### src/shared/ecfc_defines.svh
// Offsets, field positions, reset values and timing counts for ecfc
`ifndef ECFC_DEFINES_SVH
`define ECFC_DEFINES_SVH

`define ECFC_ADDR_CTRL1 3'h0
`define ECFC_ADDR_CTRL2 3'h1
`define ECFC_ADDR_DT_THR1 3'h2
`define ECFC_ADDR_DT_THR2 3'h3
`define ECFC_ADDR_PORT_MODE 3'h4
`define ECFC_ADDR_STATUS 3'h5

`define ECFC_C1_ATTEN 0
`define ECFC_C2_TONE_DIS 0
`define ECFC_C2_PHREV_DIS 1
`define ECFC_C2_NB_DIS 2
`define ECFC_C2_HPF_DIS 3
`define ECFC_C2_NLP_DIS 4

`define ECFC_RST_CTRL1 1'h0
`define ECFC_RST_CTRL2 5'h00
`define ECFC_RST_DT_THR1 8'h00
`define ECFC_RST_DT_THR2 8'h00
`define ECFC_RST_PORT_MODE 2'h0

`define ECFC_PIN_CFG_A 0
`define ECFC_PIN_CFG_B 1
`define ECFC_PIN_REV 2
`define ECFC_PIN_NLP 3
`define ECFC_PIN_LAW 4
`define ECFC_PIN_FMT 5
`define ECFC_PIN_BCLK 6
`define ECFC_PIN_FP_N 7

`define ECFC_BCLK_PER_SLOT 16
`define ECFC_FP_DELAY_SLOTS 4
`define ECFC_FP_DELAY_BCLK 9'h040
`define ECFC_MODE1_BASE 5'h00
`define ECFC_MODE2_BASE 5'h02

`endif

### src/shared/ecfc_pkg.sv
// Types shared by the echo canceller function-control logic
`default_nettype none
package ecfc_pkg;

  // Framed bus mode of one port
  typedef enum logic [0:0] {
    ECFC_BUS_MODE1 = 1'b0,
    ECFC_BUS_MODE2 = 1'b1
  } ecfc_bus_mode_t;

  // Effective function settings, as seen by the canceller core
  typedef struct packed {
    logic controller_mode;
    logic atten_on;
    logic tone_det_on;
    logic need_phase_rev;
    logic nlp_on;
    logic nb_det_on;
    logic hpf_on;
    logic law_alaw;
    logic format_itu;
  } ecfc_func_t;

  // Whole state of the top module
  typedef struct packed {
    logic [7:0] sync1;
    logic [7:0] sync2;
    logic bclk_d;
    logic fp_d;
    logic [8:0] cnt;
    logic atten_en;
    logic [4:0] ctrl2;
    logic [7:0] thr1;
    logic [7:0] thr2;
    logic [1:0] port_mode;
    logic [7:0] rdata;
    ecfc_func_t func;
    logic [15:0] thr_out;
    logic freeze;
    logic td_a_n;
    logic td_b_n;
    logic fp_out_n;
    logic tick;
  } ecfc_state_t;

  // State of one port's slot decoder
  typedef struct packed {
    logic ch_a;
    logic ch_b;
  } ecfc_port_state_t;

endpackage
`default_nettype wire

### src/rtl/ecfc_tdm_port.sv
// Timeslot decoder of one framed PCM port
`timescale 1ns/1ps
`default_nettype none
`include "ecfc_defines.svh"

module ecfc_tdm_port
  import ecfc_pkg::*;
(
  input wire logic clk,
  input wire logic rst,
  input wire logic [4:0] slot,
  input wire ecfc_bus_mode_t mode,
  output logic ch_a_slot,
  output logic ch_b_slot
);

  ecfc_port_state_t q; // Registered state
  ecfc_port_state_t next_q; // Next state
  logic [4:0] base; // First slot of this port's pair

  // Slot pair follows the port's own bus mode
  always_comb begin
    base = (mode == ECFC_BUS_MODE2) ? `ECFC_MODE2_BASE : `ECFC_MODE1_BASE;
    next_q.ch_a = (slot == base); // see R18
    next_q.ch_b = (slot == (base + 5'h01)); // see R18
  end

  // State register
  always_ff @(posedge clk) begin
    if (rst) begin
      q <= '0;
    end else begin
      q <= next_q;
    end
  end

  assign ch_a_slot = q.ch_a;
  assign ch_b_slot = q.ch_b;

  property p_slot_pair;
    @(posedge clk) disable iff (rst)
      !$past(rst) |-> ch_a_slot == ($past(slot) ==
        (($past(mode) == ECFC_BUS_MODE2) ? 5'h02 : 5'h00));
  endproperty
  a_slot_pair: // see R18
    assert property (p_slot_pair) else $error("channel A slot wrong");

endmodule
`default_nettype wire

### src/rtl/ecfc_top.sv
// Function control, strap decode and frame timing of the echo canceller
//
// The register offsets and the strobed register port were left to the implementer.
`timescale 1ns/1ps
`default_nettype none
`include "ecfc_defines.svh"

// Function
// Both config pins low selects controller mode
// Attenuator off standalone, else control bit
// Double-talk always detected, freezes adaptation
// Controller mode threshold from two registers
// Standalone tone detect drives outputs low
// Outside logic bypasses canceller on tone
// Controller tone-disable bit stops tone detectors
// Standalone reversal pin requires phase reversals
// Controller bit drops phase reversal need
// Standalone NONLINEAR_PROC_PIN pin enables processor
// Controller NONLINEAR_PROC_PIN-disable bit turns processor off
// Law pin selects A-law or mu-law
// Format pin selects sign-magnitude or standard
// Standalone narrow-band detect freezes adaptation
// Controller bit disables narrow-band detection
// Standalone offset-null filter always runs
// Controller bit bypasses offset-null filter
// Mode 1 channels in slots 0, 1
// Delayed frame pulse four slots late
// Mode 2 slots 2, 3; ports independent
// Standalone ignores register function bits
module ecfc_top
  import ecfc_pkg::*;
(
  input wire logic SYS_CLK,
  input wire logic RST,
  input wire logic [2:0] REG_ADDR,
  input wire logic [7:0] REG_WDATA,
  input wire logic REG_WR,
  input wire logic REG_RD,
  output logic [7:0] REG_RDATA,
  input wire logic CONFIG_SELECT_A,
  input wire logic CONFIG_SELECT_B,
  input wire logic PHASE_REVERSAL_SELECT,
  input wire logic NONLINEAR_PROC_PIN,
  input wire logic LAW_SELECT,
  input wire logic FORMAT_SELECT,
  input wire logic BIT_CLOCK_IN,
  input wire logic FRAME_PULSE_IN_N,
  input wire logic TONE_HIT_A,
  input wire logic TONE_HIT_B,
  input wire logic DOUBLE_TALK,
  input wire logic NARROWBAND_HIT,
  output ecfc_func_t FUNC,
  output logic [15:0] DT_THRESHOLD,
  output logic ADAPT_FREEZE,
  output logic TONE_DETECT_OUT_A_N,
  output logic TONE_DETECT_OUT_B_N,
  output logic DELAYED_FRAME_PULSE_OUT_N,
  output logic [1:0] CANCELLER_A_SLOT,
  output logic [1:0] CANCELLER_B_SLOT
);

  ecfc_state_t q; // Registered state
  ecfc_state_t next_q; // Next state
  logic [7:0] pins; // Raw asynchronous pins
  logic ctl; // Controller mode from synced straps
  logic fp; // Synced frame pulse, active low
  logic bclk_fall; // Falling edge of the bit clock

  assign pins = {FRAME_PULSE_IN_N, BIT_CLOCK_IN, FORMAT_SELECT, LAW_SELECT,
                 NONLINEAR_PROC_PIN, PHASE_REVERSAL_SELECT,
                 CONFIG_SELECT_B, CONFIG_SELECT_A};

  // Mode and bit-clock edge come only from the second sync stage
  assign ctl = !q.sync2[`ECFC_PIN_CFG_A] && !q.sync2[`ECFC_PIN_CFG_B];
  assign fp = q.sync2[`ECFC_PIN_FP_N];
  assign bclk_fall = q.bclk_d && !q.sync2[`ECFC_PIN_BCLK];

  // Next-state logic
  always_comb begin
    next_q = q;
    // Two-stage synchroniser for every pin
    next_q.sync1 = pins;
    next_q.sync2 = q.sync1;
    next_q.bclk_d = q.sync2[`ECFC_PIN_BCLK];
    next_q.tick = bclk_fall;

    // Register writes; stored even in standalone mode
    if (REG_WR) begin
      unique case (REG_ADDR)
        `ECFC_ADDR_CTRL1: next_q.atten_en = REG_WDATA[`ECFC_C1_ATTEN];
        `ECFC_ADDR_CTRL2: next_q.ctrl2 = REG_WDATA[4:0];
        `ECFC_ADDR_DT_THR1: next_q.thr1 = REG_WDATA;
        `ECFC_ADDR_DT_THR2: next_q.thr2 = REG_WDATA;
        `ECFC_ADDR_PORT_MODE: next_q.port_mode = REG_WDATA[1:0];
        default: begin
          // Status and unmapped writes are dropped
        end
      endcase
    end

    // Read data stands for exactly one cycle
    next_q.rdata = 8'h00;
    if (REG_RD) begin
      unique case (REG_ADDR)
        `ECFC_ADDR_CTRL1: next_q.rdata = {7'h00, q.atten_en};
        `ECFC_ADDR_CTRL2: next_q.rdata = {3'h0, q.ctrl2};
        `ECFC_ADDR_DT_THR1: next_q.rdata = q.thr1;
        `ECFC_ADDR_DT_THR2: next_q.rdata = q.thr2;
        `ECFC_ADDR_PORT_MODE: next_q.rdata = {6'h00, q.port_mode};
        `ECFC_ADDR_STATUS: next_q.rdata = {q.freeze, q.func.hpf_on,
          q.func.nb_det_on, q.func.nlp_on, q.func.need_phase_rev,
          q.func.tone_det_on, q.func.atten_on, q.func.controller_mode};
        default: next_q.rdata = 8'h00; // Unmapped reads zero
      endcase
    end

    // Function selection; standalone uses straps or fixed values
    next_q.func.controller_mode = ctl;
    next_q.func.law_alaw = q.sync2[`ECFC_PIN_LAW];
    next_q.func.format_itu = q.sync2[`ECFC_PIN_FMT];
    if (ctl) begin
      next_q.func.atten_on = q.atten_en;
      next_q.func.tone_det_on = !q.ctrl2[`ECFC_C2_TONE_DIS];
      next_q.func.need_phase_rev = !q.ctrl2[`ECFC_C2_PHREV_DIS];
      next_q.func.nlp_on = !q.ctrl2[`ECFC_C2_NLP_DIS];
      next_q.func.nb_det_on = !q.ctrl2[`ECFC_C2_NB_DIS];
      next_q.func.hpf_on = !q.ctrl2[`ECFC_C2_HPF_DIS];
      next_q.thr_out = {q.thr2, q.thr1};
    end else begin
      // Register bits are not consulted here
      next_q.func.atten_on = 1'b0; // see R02
      next_q.func.tone_det_on = 1'b1; // see R05
      next_q.func.need_phase_rev = q.sync2[`ECFC_PIN_REV];
      next_q.func.nlp_on = q.sync2[`ECFC_PIN_NLP];
      next_q.func.nb_det_on = 1'b1; // see R14
      next_q.func.hpf_on = 1'b1; // see R16
      next_q.thr_out = {`ECFC_RST_DT_THR2, `ECFC_RST_DT_THR1};
    end

    // Adaptation freeze: double-talk always, narrow-band when enabled
    next_q.freeze = DOUBLE_TALK ||
      (NARROWBAND_HIT && next_q.func.nb_det_on); // see R14

    // Tone outputs low on detection; bypassing is left to the user
    next_q.td_a_n = !(TONE_HIT_A && next_q.func.tone_det_on);
    next_q.td_b_n = !(TONE_HIT_B && next_q.func.tone_det_on);

    // Frame timing on each bit-clock falling edge
    if (bclk_fall) begin
      next_q.fp_d = fp;
      if (!fp && q.fp_d) begin
        next_q.cnt = 9'h000;
      end else begin
        next_q.cnt = q.cnt + 9'h001;
      end
      // One bit clock low, fixed slot offset in every bus mode
      next_q.fp_out_n = (next_q.cnt != `ECFC_FP_DELAY_BCLK);
    end
  end

  // State register with defined reset values
  always_ff @(posedge SYS_CLK) begin
    if (RST) begin
      q <= '0;
      q.sync1 <= 8'hff;
      q.sync2 <= 8'hff;
      q.bclk_d <= 1'b1;
      q.fp_d <= 1'b1;
      q.atten_en <= `ECFC_RST_CTRL1;
      q.ctrl2 <= `ECFC_RST_CTRL2;
      q.thr1 <= `ECFC_RST_DT_THR1;
      q.thr2 <= `ECFC_RST_DT_THR2;
      q.port_mode <= `ECFC_RST_PORT_MODE;
      q.td_a_n <= 1'b1;
      q.td_b_n <= 1'b1;
      q.fp_out_n <= 1'b1;
    end else begin
      q <= next_q;
    end
  end

  // One slot decoder per port, each with its own mode
  genvar gi;
  generate
    for (gi = 0; gi < 2; gi++) begin : g_port
      ecfc_tdm_port u_port (
        .clk(SYS_CLK),
        .rst(RST),
        .slot(q.cnt[8:4]),
        .mode(ecfc_bus_mode_t'(q.port_mode[gi])),
        .ch_a_slot(CANCELLER_A_SLOT[gi]),
        .ch_b_slot(CANCELLER_B_SLOT[gi])
      );
    end
  endgenerate

  assign REG_RDATA = q.rdata;
  assign FUNC = q.func;
  assign DT_THRESHOLD = q.thr_out;
  assign ADAPT_FREEZE = q.freeze;
  assign TONE_DETECT_OUT_A_N = q.td_a_n;
  assign TONE_DETECT_OUT_B_N = q.td_b_n;
  assign DELAYED_FRAME_PULSE_OUT_N = q.fp_out_n;

  // Checks next to the logic above
  property p_mode;
    @(posedge SYS_CLK) disable iff (RST)
      !$past(RST) |-> FUNC.controller_mode == $past(ctl);
  endproperty
  a_mode:
    assert property (p_mode) else $error("mode decode wrong");

  property p_atten;
    @(posedge SYS_CLK) disable iff (RST)
      !$past(RST) |-> FUNC.atten_on == ($past(ctl) && $past(q.atten_en));
  endproperty
  a_atten:
    assert property (p_atten) else $error("attenuator wrong");

  property p_dt_freeze;
    @(posedge SYS_CLK) disable iff (RST)
      DOUBLE_TALK |=> ADAPT_FREEZE;
  endproperty
  a_dt_freeze:
    assert property (p_dt_freeze) else $error("no freeze on double-talk");

  property p_thr;
    @(posedge SYS_CLK) disable iff (RST)
      ctl |=> DT_THRESHOLD == {$past(q.thr2), $past(q.thr1)};
  endproperty
  a_thr:
    assert property (p_thr) else $error("threshold not from registers");

  property p_tone_out;
    @(posedge SYS_CLK) disable iff (RST)
      (!ctl && TONE_HIT_A) |=> !TONE_DETECT_OUT_A_N;
  endproperty
  a_tone_out:
    assert property (p_tone_out) else $error("tone output not low");

  property p_tone_dis;
    @(posedge SYS_CLK) disable iff (RST)
      (ctl && q.ctrl2[`ECFC_C2_TONE_DIS]) |=>
        TONE_DETECT_OUT_A_N && TONE_DETECT_OUT_B_N && !FUNC.tone_det_on;
  endproperty
  a_tone_dis:
    assert property (p_tone_dis) else $error("tone detector not off");

  property p_phrev;
    @(posedge SYS_CLK) disable iff (RST)
      !$past(RST) |-> FUNC.need_phase_rev == ($past(ctl) ?
        !$past(q.ctrl2[`ECFC_C2_PHREV_DIS]) :
        $past(q.sync2[`ECFC_PIN_REV]));
  endproperty
  a_phrev: // see R08
    assert property (p_phrev) else $error("phase reversal select wrong");

  property p_nlp;
    @(posedge SYS_CLK) disable iff (RST)
      !$past(RST) |-> FUNC.nlp_on == ($past(ctl) ?
        !$past(q.ctrl2[`ECFC_C2_NLP_DIS]) :
        $past(q.sync2[`ECFC_PIN_NLP]));
  endproperty
  a_nlp: // see R10
    assert property (p_nlp) else $error("nonlinear processor wrong");

  property p_law_fmt;
    @(posedge SYS_CLK) disable iff (RST)
      !$past(RST) |-> FUNC.law_alaw == $past(q.sync2[`ECFC_PIN_LAW]) &&
        FUNC.format_itu == $past(q.sync2[`ECFC_PIN_FMT]);
  endproperty
  a_law_fmt: // see R12
    assert property (p_law_fmt) else $error("law or format wrong");

  property p_nb;
    @(posedge SYS_CLK) disable iff (RST)
      (NARROWBAND_HIT && (!ctl || !q.ctrl2[`ECFC_C2_NB_DIS])) |=>
        ADAPT_FREEZE;
  endproperty
  a_nb: // see R14
    assert property (p_nb) else $error("no freeze on narrow-band");

  property p_hpf;
    @(posedge SYS_CLK) disable iff (RST)
      !$past(RST) |-> FUNC.hpf_on ==
        !($past(ctl) && $past(q.ctrl2[`ECFC_C2_HPF_DIS]));
  endproperty
  a_hpf: // see R16
    assert property (p_hpf) else $error("offset-null filter wrong");

  property p_fp_delay;
    @(posedge SYS_CLK) disable iff (RST)
      $fell(DELAYED_FRAME_PULSE_OUT_N) |->
        q.cnt == 9'h040 && $past(q.cnt) == 9'h03f;
  endproperty
  a_fp_delay:
    assert property (p_fp_delay) else $error("delayed frame pulse late");

  // The output pulse may only move on a bit-clock tick; a change between
  // ticks would mean the frame logic is running on the system clock
  property p_fp_tick;
    @(posedge SYS_CLK) disable iff (RST)
      !$past(RST) && $changed(DELAYED_FRAME_PULSE_OUT_N) |-> q.tick;
  endproperty
  a_fp_tick:
    assert property (p_fp_tick) else $error("frame pulse moved off a tick");

  // Frame start resets the bit counter on the same tick
  property p_frame_zero;
    @(posedge SYS_CLK) disable iff (RST)
      (bclk_fall && !fp && q.fp_d) |=> q.cnt == 9'h000;
  endproperty
  a_frame_zero:
    assert property (p_frame_zero) else $error("frame start missed");

  // Second tone output behaves like the first
  property p_tone_out_b;
    @(posedge SYS_CLK) disable iff (RST)
      (!ctl && TONE_HIT_B) |=> !TONE_DETECT_OUT_B_N;
  endproperty
  a_tone_out_b:
    assert property (p_tone_out_b) else $error("tone output B not low");

  // Narrow-band hits are masked once software turns detection off
  property p_nb_off;
    @(posedge SYS_CLK) disable iff (RST)
      (ctl && q.ctrl2[`ECFC_C2_NB_DIS] && !DOUBLE_TALK) |=> !ADAPT_FREEZE;
  endproperty
  a_nb_off:
    assert property (p_nb_off) else $error("narrow-band not masked");

  // Standalone settings never depend on what software wrote
  property p_fixed;
    @(posedge SYS_CLK) disable iff (RST)
      !ctl |=> !FUNC.atten_on && FUNC.tone_det_on && FUNC.nb_det_on &&
        FUNC.hpf_on;
  endproperty
  a_fixed: // see R02 see R14 see R16
    assert property (p_fixed) else $error("standalone setting not fixed");

  // Standalone threshold is the fixed default, not the registers
  property p_thr_fixed;
    @(posedge SYS_CLK) disable iff (RST)
      !ctl |=> DT_THRESHOLD == {`ECFC_RST_DT_THR2, `ECFC_RST_DT_THR1};
  endproperty
  a_thr_fixed:
    assert property (p_thr_fixed) else $error("standalone threshold wrong");

endmodule
`default_nettype wire

### config.mk
export PLATFORM = sky130hd
export DESIGN_NAME = ecfc_top
export DESIGN_NICKNAME = d
export VERILOG_FILES = /design/src/shared/ecfc_pkg.sv /design/src/rtl/ecfc_tdm_port.sv /design/src/rtl/ecfc_top.sv
export VERILOG_INCLUDE_DIRS = /design/src /design/src/shared
export SDC_FILE = /design/constraint.sdc
export NUM_CORES = 1
export LEC_CHECK = 0
export BUFFER_PORTS_ARGS = -buffer_cell sky130_fd_sc_hd__buf_2
export CORE_AREA = 8 8 97 99
export DETAILED_ROUTE_END_ITERATION = 8
export DIE_AREA = 0 0 105 107
export PLACE_DENSITY = 0.7
export SLEW_MARGIN = 15
export SYNTH_ARGS = -nofsm -noshare
export SYNTH_HDL_FRONTEND = slang
export SYNTH_HIERARCHICAL = 1
export SYNTH_SLANG_ARGS = --single-unit
### constraint.sdc
create_clock -name SYS_CLK -period 1.5 [get_ports SYS_CLK]
set_input_delay 0.075 -clock SYS_CLK [delete_from_list [all_inputs] [get_ports SYS_CLK]]
set_output_delay 0.075 -clock SYS_CLK [all_outputs]
set_load 0.03 [all_outputs]
* Yosys cells after proc, flatten, opt, wreduce, memory -nomap -nowiden
Index checks and enable logic that the tools add are counted.
** Operators by class
- Add/subtract/negate cells :: 3
- Equality and inequality tests :: 10
- Muxes and demuxes :: 6
- Bitwise gates (word level) :: 2
- Reduce and logical (&&, ||, !) cells :: 26
** Operator list (number)
- case mux 8 bit (6 select lines) :: 1
- equality test 5 bit :: 4
- 2-to-1 mux 9 bit :: 2
- logical NOT 1 bit :: 11
- adder 5 x 1 -> 5 bit (second input constant) :: 2
- AND reduction 2 bit :: 5
- adder 9 x 1 -> 9 bit (second input constant) :: 1
- != test 9 x 7 -> 1 bit (second input constant) :: 1
- equality test 3 x 2 -> 1 bit (second input constant) :: 2
- equality test 3 bit (second input constant) :: 2
- logical AND 1 bit :: 6
- 2-to-1 mux 5 bit :: 1
- 2-to-1 mux 2 bit :: 2
- OR reduction 2 bit :: 2
- equality test 3 x 1 -> 1 bit (second input constant) :: 1
- logical NOT 3 bit :: 1
- inverter 1 bit :: 2
- logical OR 1 bit :: 1
** Storage, ports and cells
- Flip-flop bits (word level) :: 92
- Bits of input ports :: 27
- Output and inout bits :: 41
- Word-level logic and storage cells :: 76

* Longest topological paths before layout
Gate-level depths: netlist of run 1.
- Depth in word-level cells :: 5
- Gate-level depth with buffers :: 6
- Mapped depth without buffers :: 5

* Modules after synthesis
The synthesis of run 1 kept the hierarchy.
** Modules (own cells, without submodules)
- ecfc_top :: instances 1, cells an instance 376, area an instance 3494.6 sq um
- ecfc_tdm_port :: instances 2, cells an instance 6, area an instance 82.6 sq um

* Least setup slack after synthesis of run 1
No wires, ideal clock.
- Path kind :: flip-flop to flip-flop
- From :: reg q[63] (netlist name)
- To :: reg q (netlist bit DELAYED_FRAME_PULSE_OUT_N)
- Setup time :: 0.129 ns
- Data arrival time :: 1.237 ns
- Data required time :: 1.371 ns
- Setup slack :: 0.134 ns
- Cell stages (with the launch flop) :: 7
- Buffers on the path :: 1
- Cells stage by stage :: dfxtp_1 -> ha_1 -> buf_2 -> nand4_1 -> xnor2_1 -> o31ai_1 -> a31oi_1
** On the way
- Word-level cells in the longest chain between the ends :: 4
** RTL lines
- start, declared :: line ecfc_top.sv:62 : ecfc_state_t q;
- start signal, assigned :: line ecfc_top.sv:178 : q <= next_q;
- adder 9 x 1 -> 9 bit :: line ecfc_top.sv:154 : next_q.cnt = q.cnt + 9'h001;
- 2-to-1 mux 9 bit :: line ecfc_top.sv:151 : if (!fp && q.fp_d) begin
- 2-to-1 mux 9 bit :: line ecfc_top.sv:149 : if (bclk_fall) begin
- != test 9 x 7 -> 1 bit (no source line)
No other way between the ends. The select of a mux whose other input is x is not followed.
A chain may end at the register's enable or synchronous reset.

* Final worst setup path of run 1
- From :: reg q[73] (netlist name)
- To :: reg q (netlist bit ADAPT_FREEZE)
** On the way
- Word-level cells in the longest chain between the ends :: 5
** RTL lines
- logical NOT 1 bit :: line ecfc_top.sv:74 : assign ctl = !q.sync2[`ECFC_PIN_CFG_A] && !q.sync2[`ECFC_PIN_CFG_B];
- logical AND 1 bit :: line ecfc_top.sv:74
- 2-to-1 mux 5 bit :: line ecfc_top.sv:121 : if (ctl) begin
- logical AND 1 bit :: line ecfc_top.sv:142 : (NARROWBAND_HIT && next_q.func.nb_det_on);
- logical OR 1 bit :: line ecfc_top.sv:141 : next_q.freeze = DOUBLE_TALK ||
No other way between the ends.

==> results of run 1 <==
logic make-up after synthesis:
logic type	share of synthesized area
fa+ha+maj	0.00342
compound gates	0.0964
xor+xnor	0.0144
flops	0.503
mux	0.0540
buf+inv	0.0968
simple gates	0.232
cell usage in the layout, fill, tap and decap left out, types with 7 or more instances in the layout:
cell type / count
a21oi_1: 35
nand2_1: 43
nor2b_1: 7
mux2i_1: 13
clkbuf_8: 10
dlygate4sd3_1: 21
and2_1: 20
o21ai_0: 7
buf_4: 14
buf_2: 67
nor2_1: 17
dfxtp_1: 90
or2_2: 17
cells in the mapped netlist, types with 7 or more instances:
library cell / number / area, um^2
a21oi_1: 35 / 175
and2_1: 20 / 125
buf_2: 7 / 35.0
buf_4: 33 / 248
clkbuf_1: 11 / 41.3
dfxtp_1: 92 / 1840
mux2i_1: 13 / 130
nand2_1: 43 / 161
nor2_1: 18 / 67.6
nor2b_1: 7 / 43.8
o21ai_0: 7 / 35.0
or2_2: 17 / 106
registers in the layout (all words and copies together) (netlist names), 2 cells and up:
| register | flops |
|---|---|
| REG_RDATA | 8 |
| DT_THRESHOLD | 16 |
| next_q | 11 |
| g_port.u_port/ch_b_slot | 2 |
| FUNC | 9 |
| g_port.u_port/ch_a_slot | 2 |
| q | 39 |
worst max-delay path, stage by stage (launching register included):
cell           delay [ns]
dfxtp_2              0.35
nor2_2               0.15
a21oi_1              0.10
nand2_1              0.07
o21ai_0              0.06
dlygate4sd3_1        0.55
repair_timing:
item	CTS	global route
gates resized for setup	0	5
setup buffers	0	0
setup endpoints to repair	0	4
hold buffers	21	0
endpoints found under the hold margin	27	0
cell type report:
| type | count | area share |
|---|---|---|
| sequential | 92 | 0.426 |
| clock inverter | 6 | 0.0199 |
| multi-input combinational | 239 | 0.339 |
| timing repair buffer | 102 | 0.150 |
| clock buffer | 10 | 0.0318 |
| tap | 105 | 0.0303 |
| inverter | 3 | 0.00260 |
layer usage:
metal  GRT usage  part of all wire  vias to the layer above
met5           0                 0                        -
met3      0.0510             0.075                        9
li1            -                 -                     1393
met4      0.0520             0.015                        0
met1       0.144              0.40                     1225
met2       0.248              0.51                       78
worst max path at each step:
| stage | from | endpoint | slack, ns | depth (start not counted) |
|---|---|---|---|---|
| floorplan | q[63]$_SDFFE_PP0P_ | DELAYED_FRAME_PULSE_OUT_N$_SDFFE_PP1P_ | 0.13 | 6 |
| global placement | q[62]$_SDFFE_PP0P_ | DELAYED_FRAME_PULSE_OUT_N$_SDFFE_PP1P_ | 0.13 | 5 |
| detailed placement | q[62]$_SDFFE_PP0P_ | DELAYED_FRAME_PULSE_OUT_N$_SDFFE_PP1P_ | 0.09 | 5 |
| CTS | q[73]$_SDFF_PP1_ | ADAPT_FREEZE$_SDFF_PP0_ | 0.03 | 5 |
| global route | q[73]$_SDFF_PP1_ | ADAPT_FREEZE$_SDFF_PP0_ | 0.01 | 5 |
| finish | q[73]$_SDFF_PP1_ | ADAPT_FREEZE$_SDFF_PP0_ | 0.1 | 5 |
power breakdown:
part	switching (mW)	total [mW]	internal [mW]	leakage, nW
combinational	0.196	0.354	0.158	0.948
clock	0.831	1.81	0.984	0.113
sequential	0.0266	2.53	2.50	0.750
through the flow:
step	area, um^2	cells	hold slack [ns]	setup WS (ns)	total power, mW
detailed placement	3890	520	0.241	0.0929	2.90
global placement	3890	520	0.235	0.130	2.89
global route	4330	557	0.100	0.0123	4.91
CTS	4320	557	0.0701	0.0311	4.76
floorplan	3660	388	0.137	0.134	2.80
finish	4330	557	0.0815	0.0955	4.70
==> metrics, run 1 <==
clk sinks=92; final period utilization=0.936; max-slew violations=0; number of synthesized register bits=92; die area=11200 um^2; outcome=finished, final reports clean; post-synthesis sequential area ratio=0.503; slew margin rel.=0.742; largest net degree at the start of global routing=28; Worst Hold Depth=2; RR Endpoint=ADAPT_FREEZE$_SDFF_PP0_; path depth of the worst reg2reg path=5; clock latency on the worst-skew pair=0.35 ns; Synth async-reset ratio=0; drt wl/cell=13.6 um; Detailed Place HPWL=5500 um; RSZ-0062 raised after global routing=no; CP Capture Type=flip-flop; share of layout cells above drive strength 1=0.299; clock-pin slew on the worst setup and hold paths=0.09 ns; htree depth=3; number of synthesized flops with an enable pin=0; post-layout min period=1.40 ns; starting density of the core=0.462; Worst-Margin Slew=0.386 ns; Final Skew=0.00955 ns; clock tree buffer depth=2; vias in the first global route=2647; DRC=0; Most used DFF post-synth=dfxtp_1; CTS tree=yes; synthesized instance count=388; Ports=68; Mapped Avg Cell Area=9.43 um^2; hold path start=RST; chip width=105 um; setup TNS=0 ns; Hold Fails Final Rpt=0; antenna viol nets, final=0; Final Util=0.546; site row count=33; initial antenna violation count=0; Total Routing Usage GR=0.138; hold endpoint=q[62]$_SDFFE_PP0P_; startpoint types=flip-flop; Reg area=1840 um^2; setup violators final=0; grt ovf=0; Power Dens Cells=1080 nW/um^2; DR vias/cell=4.86; Vias=2705; P_leak=1.81 nW; Yosys warnings=6; Port-buffer cells=67; CP Data Arrival Time=1.64 ns; TritonCTS Buffers=9; Root Driver=clkbuf_8; multi-input logic area=1470 um^2; CP max FO=6; # diodes=0; Syn Nets=416; fin nets=475; CORE AREA=7930 um^2; Chip Height=107 um; Pre-Repair DR Iteration Count=4; Post-Syn Area=3660 um^2; FMAX=712 MHz; synthesis-to-layout area growth=18.4%; global-route wire length before repair=12600 um; reg-to-reg startpoint=q[73]$_SDFF_PP1_; Synth cell types=46; DR iter-0 viols=89; Setup CP Type=reg2reg; internal reg-to-reg setup slack=0.1 ns; worst endpoint required time=1.73 ns; routed wire length=7560 um; worst hold path class=in2reg; worst vdd ir=0.549 mV; Final GP Congestion=0.860; max-cap viol count=0; fillers=741
Power figures use the tool's default switching activity.
==> run 2: changes to the inputs <==
Settings changed: PLACE_DENSITY 0.7 to 0.76, REMOVE_ABC_BUFFERS set to 1.
==> run 2 against run 1 <==
Compared with the run above:
- via count rose by 0.44%
- die area did not move
- register-to-register slack improved by 0.03 ns
- largest cell class unchanged
==> metrics, run 2 (same netlist as run 1, synthesis figures left out) <==
crit path cell chain=buf_4, nand3_1, or3_2, a21oi_1; DR vias/cell=4.83 (-0.45%); clock latency on the worst-skew pair=0.36 ns (about the same); max-cap viol count=0 (unchanged); setup TNS=0 ns (unchanged); Ports=68 (unchanged); Slowest Stage Delay on Critical Path=0.48 ns (-0.07 ns); fillers=727 (-1.9%); worst vdd ir=0.517 mV (-5.8%); path depth of the worst reg2reg path=4 (-1); antenna viol nets, final=0 (unchanged); clock tree buffer depth=2 (unchanged); die area=11200 um^2 (unchanged); Worst Hold Depth=2 (unchanged); setup violators final=0 (unchanged); largest net degree at the start of global routing=32 (+14%); commonest cells after routing, fill and taps aside=dfxtp_1, buf_2, nand2_1, a21oi_1, dlygate4sd3_1; chip width=105 um (unchanged); Total Routing Usage GR=0.138 (-0.000259); vias in the first global route=2642 (-0.19%); P_leak=1.82 nW (+0.77%); CTS tree=yes; CP Capture Type=flip-flop; max-slew violations=0 (unchanged); clock-pin slew on the worst setup and hold paths=0.09 ns (about the same); Sw Pwr=1.04 mW (-1.1%); startpoint types=flip-flop; Post-CTS Setup Inserts=0 (unchanged); TritonCTS Buffers=9 (unchanged); Final GP Congestion=0.858 (-0.15%); Root Driver=clkbuf_8; grt ovf=0 (unchanged); site row count=33 (unchanged); final period utilization=0.915 (-0.0211); Setup CP Type=reg2reg; sw frac=0.234 (+0.00953); # diodes=0 (unchanged); Vias=2717 (+0.44%); Clk pwr share=0.350 (-0.036); worst hold path class=in2reg; outcome=finished, final reports clean; Port-buffer cells=67 (unchanged); post-layout min period=1.37 ns (-0.0317 ns); routed wire length=7850 um (+3.8%); total chip power=4.46 mW (-5.1%); clk sinks=92 (unchanged); Chip Height=107 um (unchanged); htree depth=3 (unchanged); RSZ-0062 raised after global routing=no; Final Util=0.548 (+0.00142); WP buf/inv=1 (unchanged); initial antenna violation count=1 (+1); DR iter-0 viols=77 (-13%); Power Dens Cells=1030 nW/um^2 (-5.3%); CP max FO=5 (-1); Seq pwr share=0.567 (+0.029); starting density of the core=0.462 (unchanged); worst endpoint required time=1.79 ns (+0.06 ns); synthesis-to-layout area growth=18.7%; CP Data Arrival Time=1.66 ns (+0.02 ns); Crit-path slowest cell=or3_2; drt wl/cell=14.0 um (+2.9%); CORE AREA=7930 um^2 (unchanged); Top reg by flops=q; Comb power frac=0.083 (+0.008); global-route wire length before repair=12500 um (-0.71%); Final Skew=0.0145 ns (+0.00491 ns); slew margin rel.=0.725 (-0.0174); Hold Fails Final Rpt=0 (unchanged); internal power=3.41 mW (-6.3%); Pre-Repair DR Iteration Count=4 (unchanged); Detailed Place HPWL=5510 um (+0.18%); Largest delay share family, worst path=simple AND/OR/NAND/NOR gates; FMAX=728 MHz (+2.3%); leading cell type in the layout, fill and taps excluded=dfxtp_1; DRC=0 (unchanged); fin nets=480 (+1.1%); CP Depth=4 (-1); share of layout cells above drive strength 1=0.295 (-0.00327); max reg flops=39 (unchanged); Worst-Margin Slew=0.412 ns (+0.0260 ns)
-- run 2: worst paths after layout --
| check | startpoint | to | slack [ns] |
|---|---|---|---|
| min | RST | FUNC[0]$_SDFF_PP0_ | 0.07 |
| max reg2reg | q[64]$_SDFFE_PP0P_ | q[65]$_SDFFE_PP0P_ | 0.13 |
| max | q[64]$_SDFFE_PP0P_ | q[65]$_SDFFE_PP0P_ | 0.13 |
| min reg2reg | next_q[75]$_SDFF_PP1_ | q[75]$_SDFF_PP1_ | 0.41 |
-- run 2: stage by stage --
stage               cell area (um^2)  setup slack [ns]  instances  hold slack (ns)
finish                          4340             0.127        562           0.0705
global route                    4340            0.0400        562           0.0894
CTS                             4340            0.0555        562           0.0651
detailed placement              3940            0.0716        525            0.242
global placement                3940             0.138        525            0.235
floorplan                       3320            0.0776        334            0.137
-- run 2: cell type report --
class                           count  area, um^2  area share
Multi-Input combinational cell    239        1470       0.338
Sequential cell                    92        1840       0.424
Clock inverter                      2        17.5     0.00403
Tap cell                          105         131      0.0303
Inverter                            3        11.3     0.00259
Timing Repair Buffer              107         701       0.161
Clock buffer                       14         173      0.0398
-- run 2: timing repair --
item                                    4_1_cts  5_1_grt
hold buffers                                 21        0
resized for setup                             0        2
hold endpoints to repair                     27        0
endpoints found under the setup margin        0        4
-- run 2: power by group through the flow --
stage | clock network (mW) | logic, mW | registers, mW
final | 1.56 | 0.368 | 2.53
after global routing | 1.72 | 0.398 | 2.54
after CTS | 1.60 | 0.368 | 2.53
after detailed placement | 0 | 0.325 | 2.59
after global placement | 0 | 0.320 | 2.58
after floorplan | 0 | 0.115 | 2.63
-- run 2: per-layer routing --
layer / track usage / routed length (um) / share of wire / vias to the layer above
met5: 0 / 13 / 0.0017 / -
met4: 0.0612 / 90 / 0.011 / 2
met3: 0.0522 / 593 / 0.076 / 12
met2: 0.223 / 3590 / 0.46 / 85
met1: 0.160 / 3570 / 0.45 / 1219
li1: - / - / - / 1399
-- run 2: worst reg2reg max path, cell delays in order (launching register included) --
cell and delay (ns):
dfxtp_1 0.39, buf_4 0.15, nand3_1 0.13, or3_2 0.48, a21oi_1 0.15
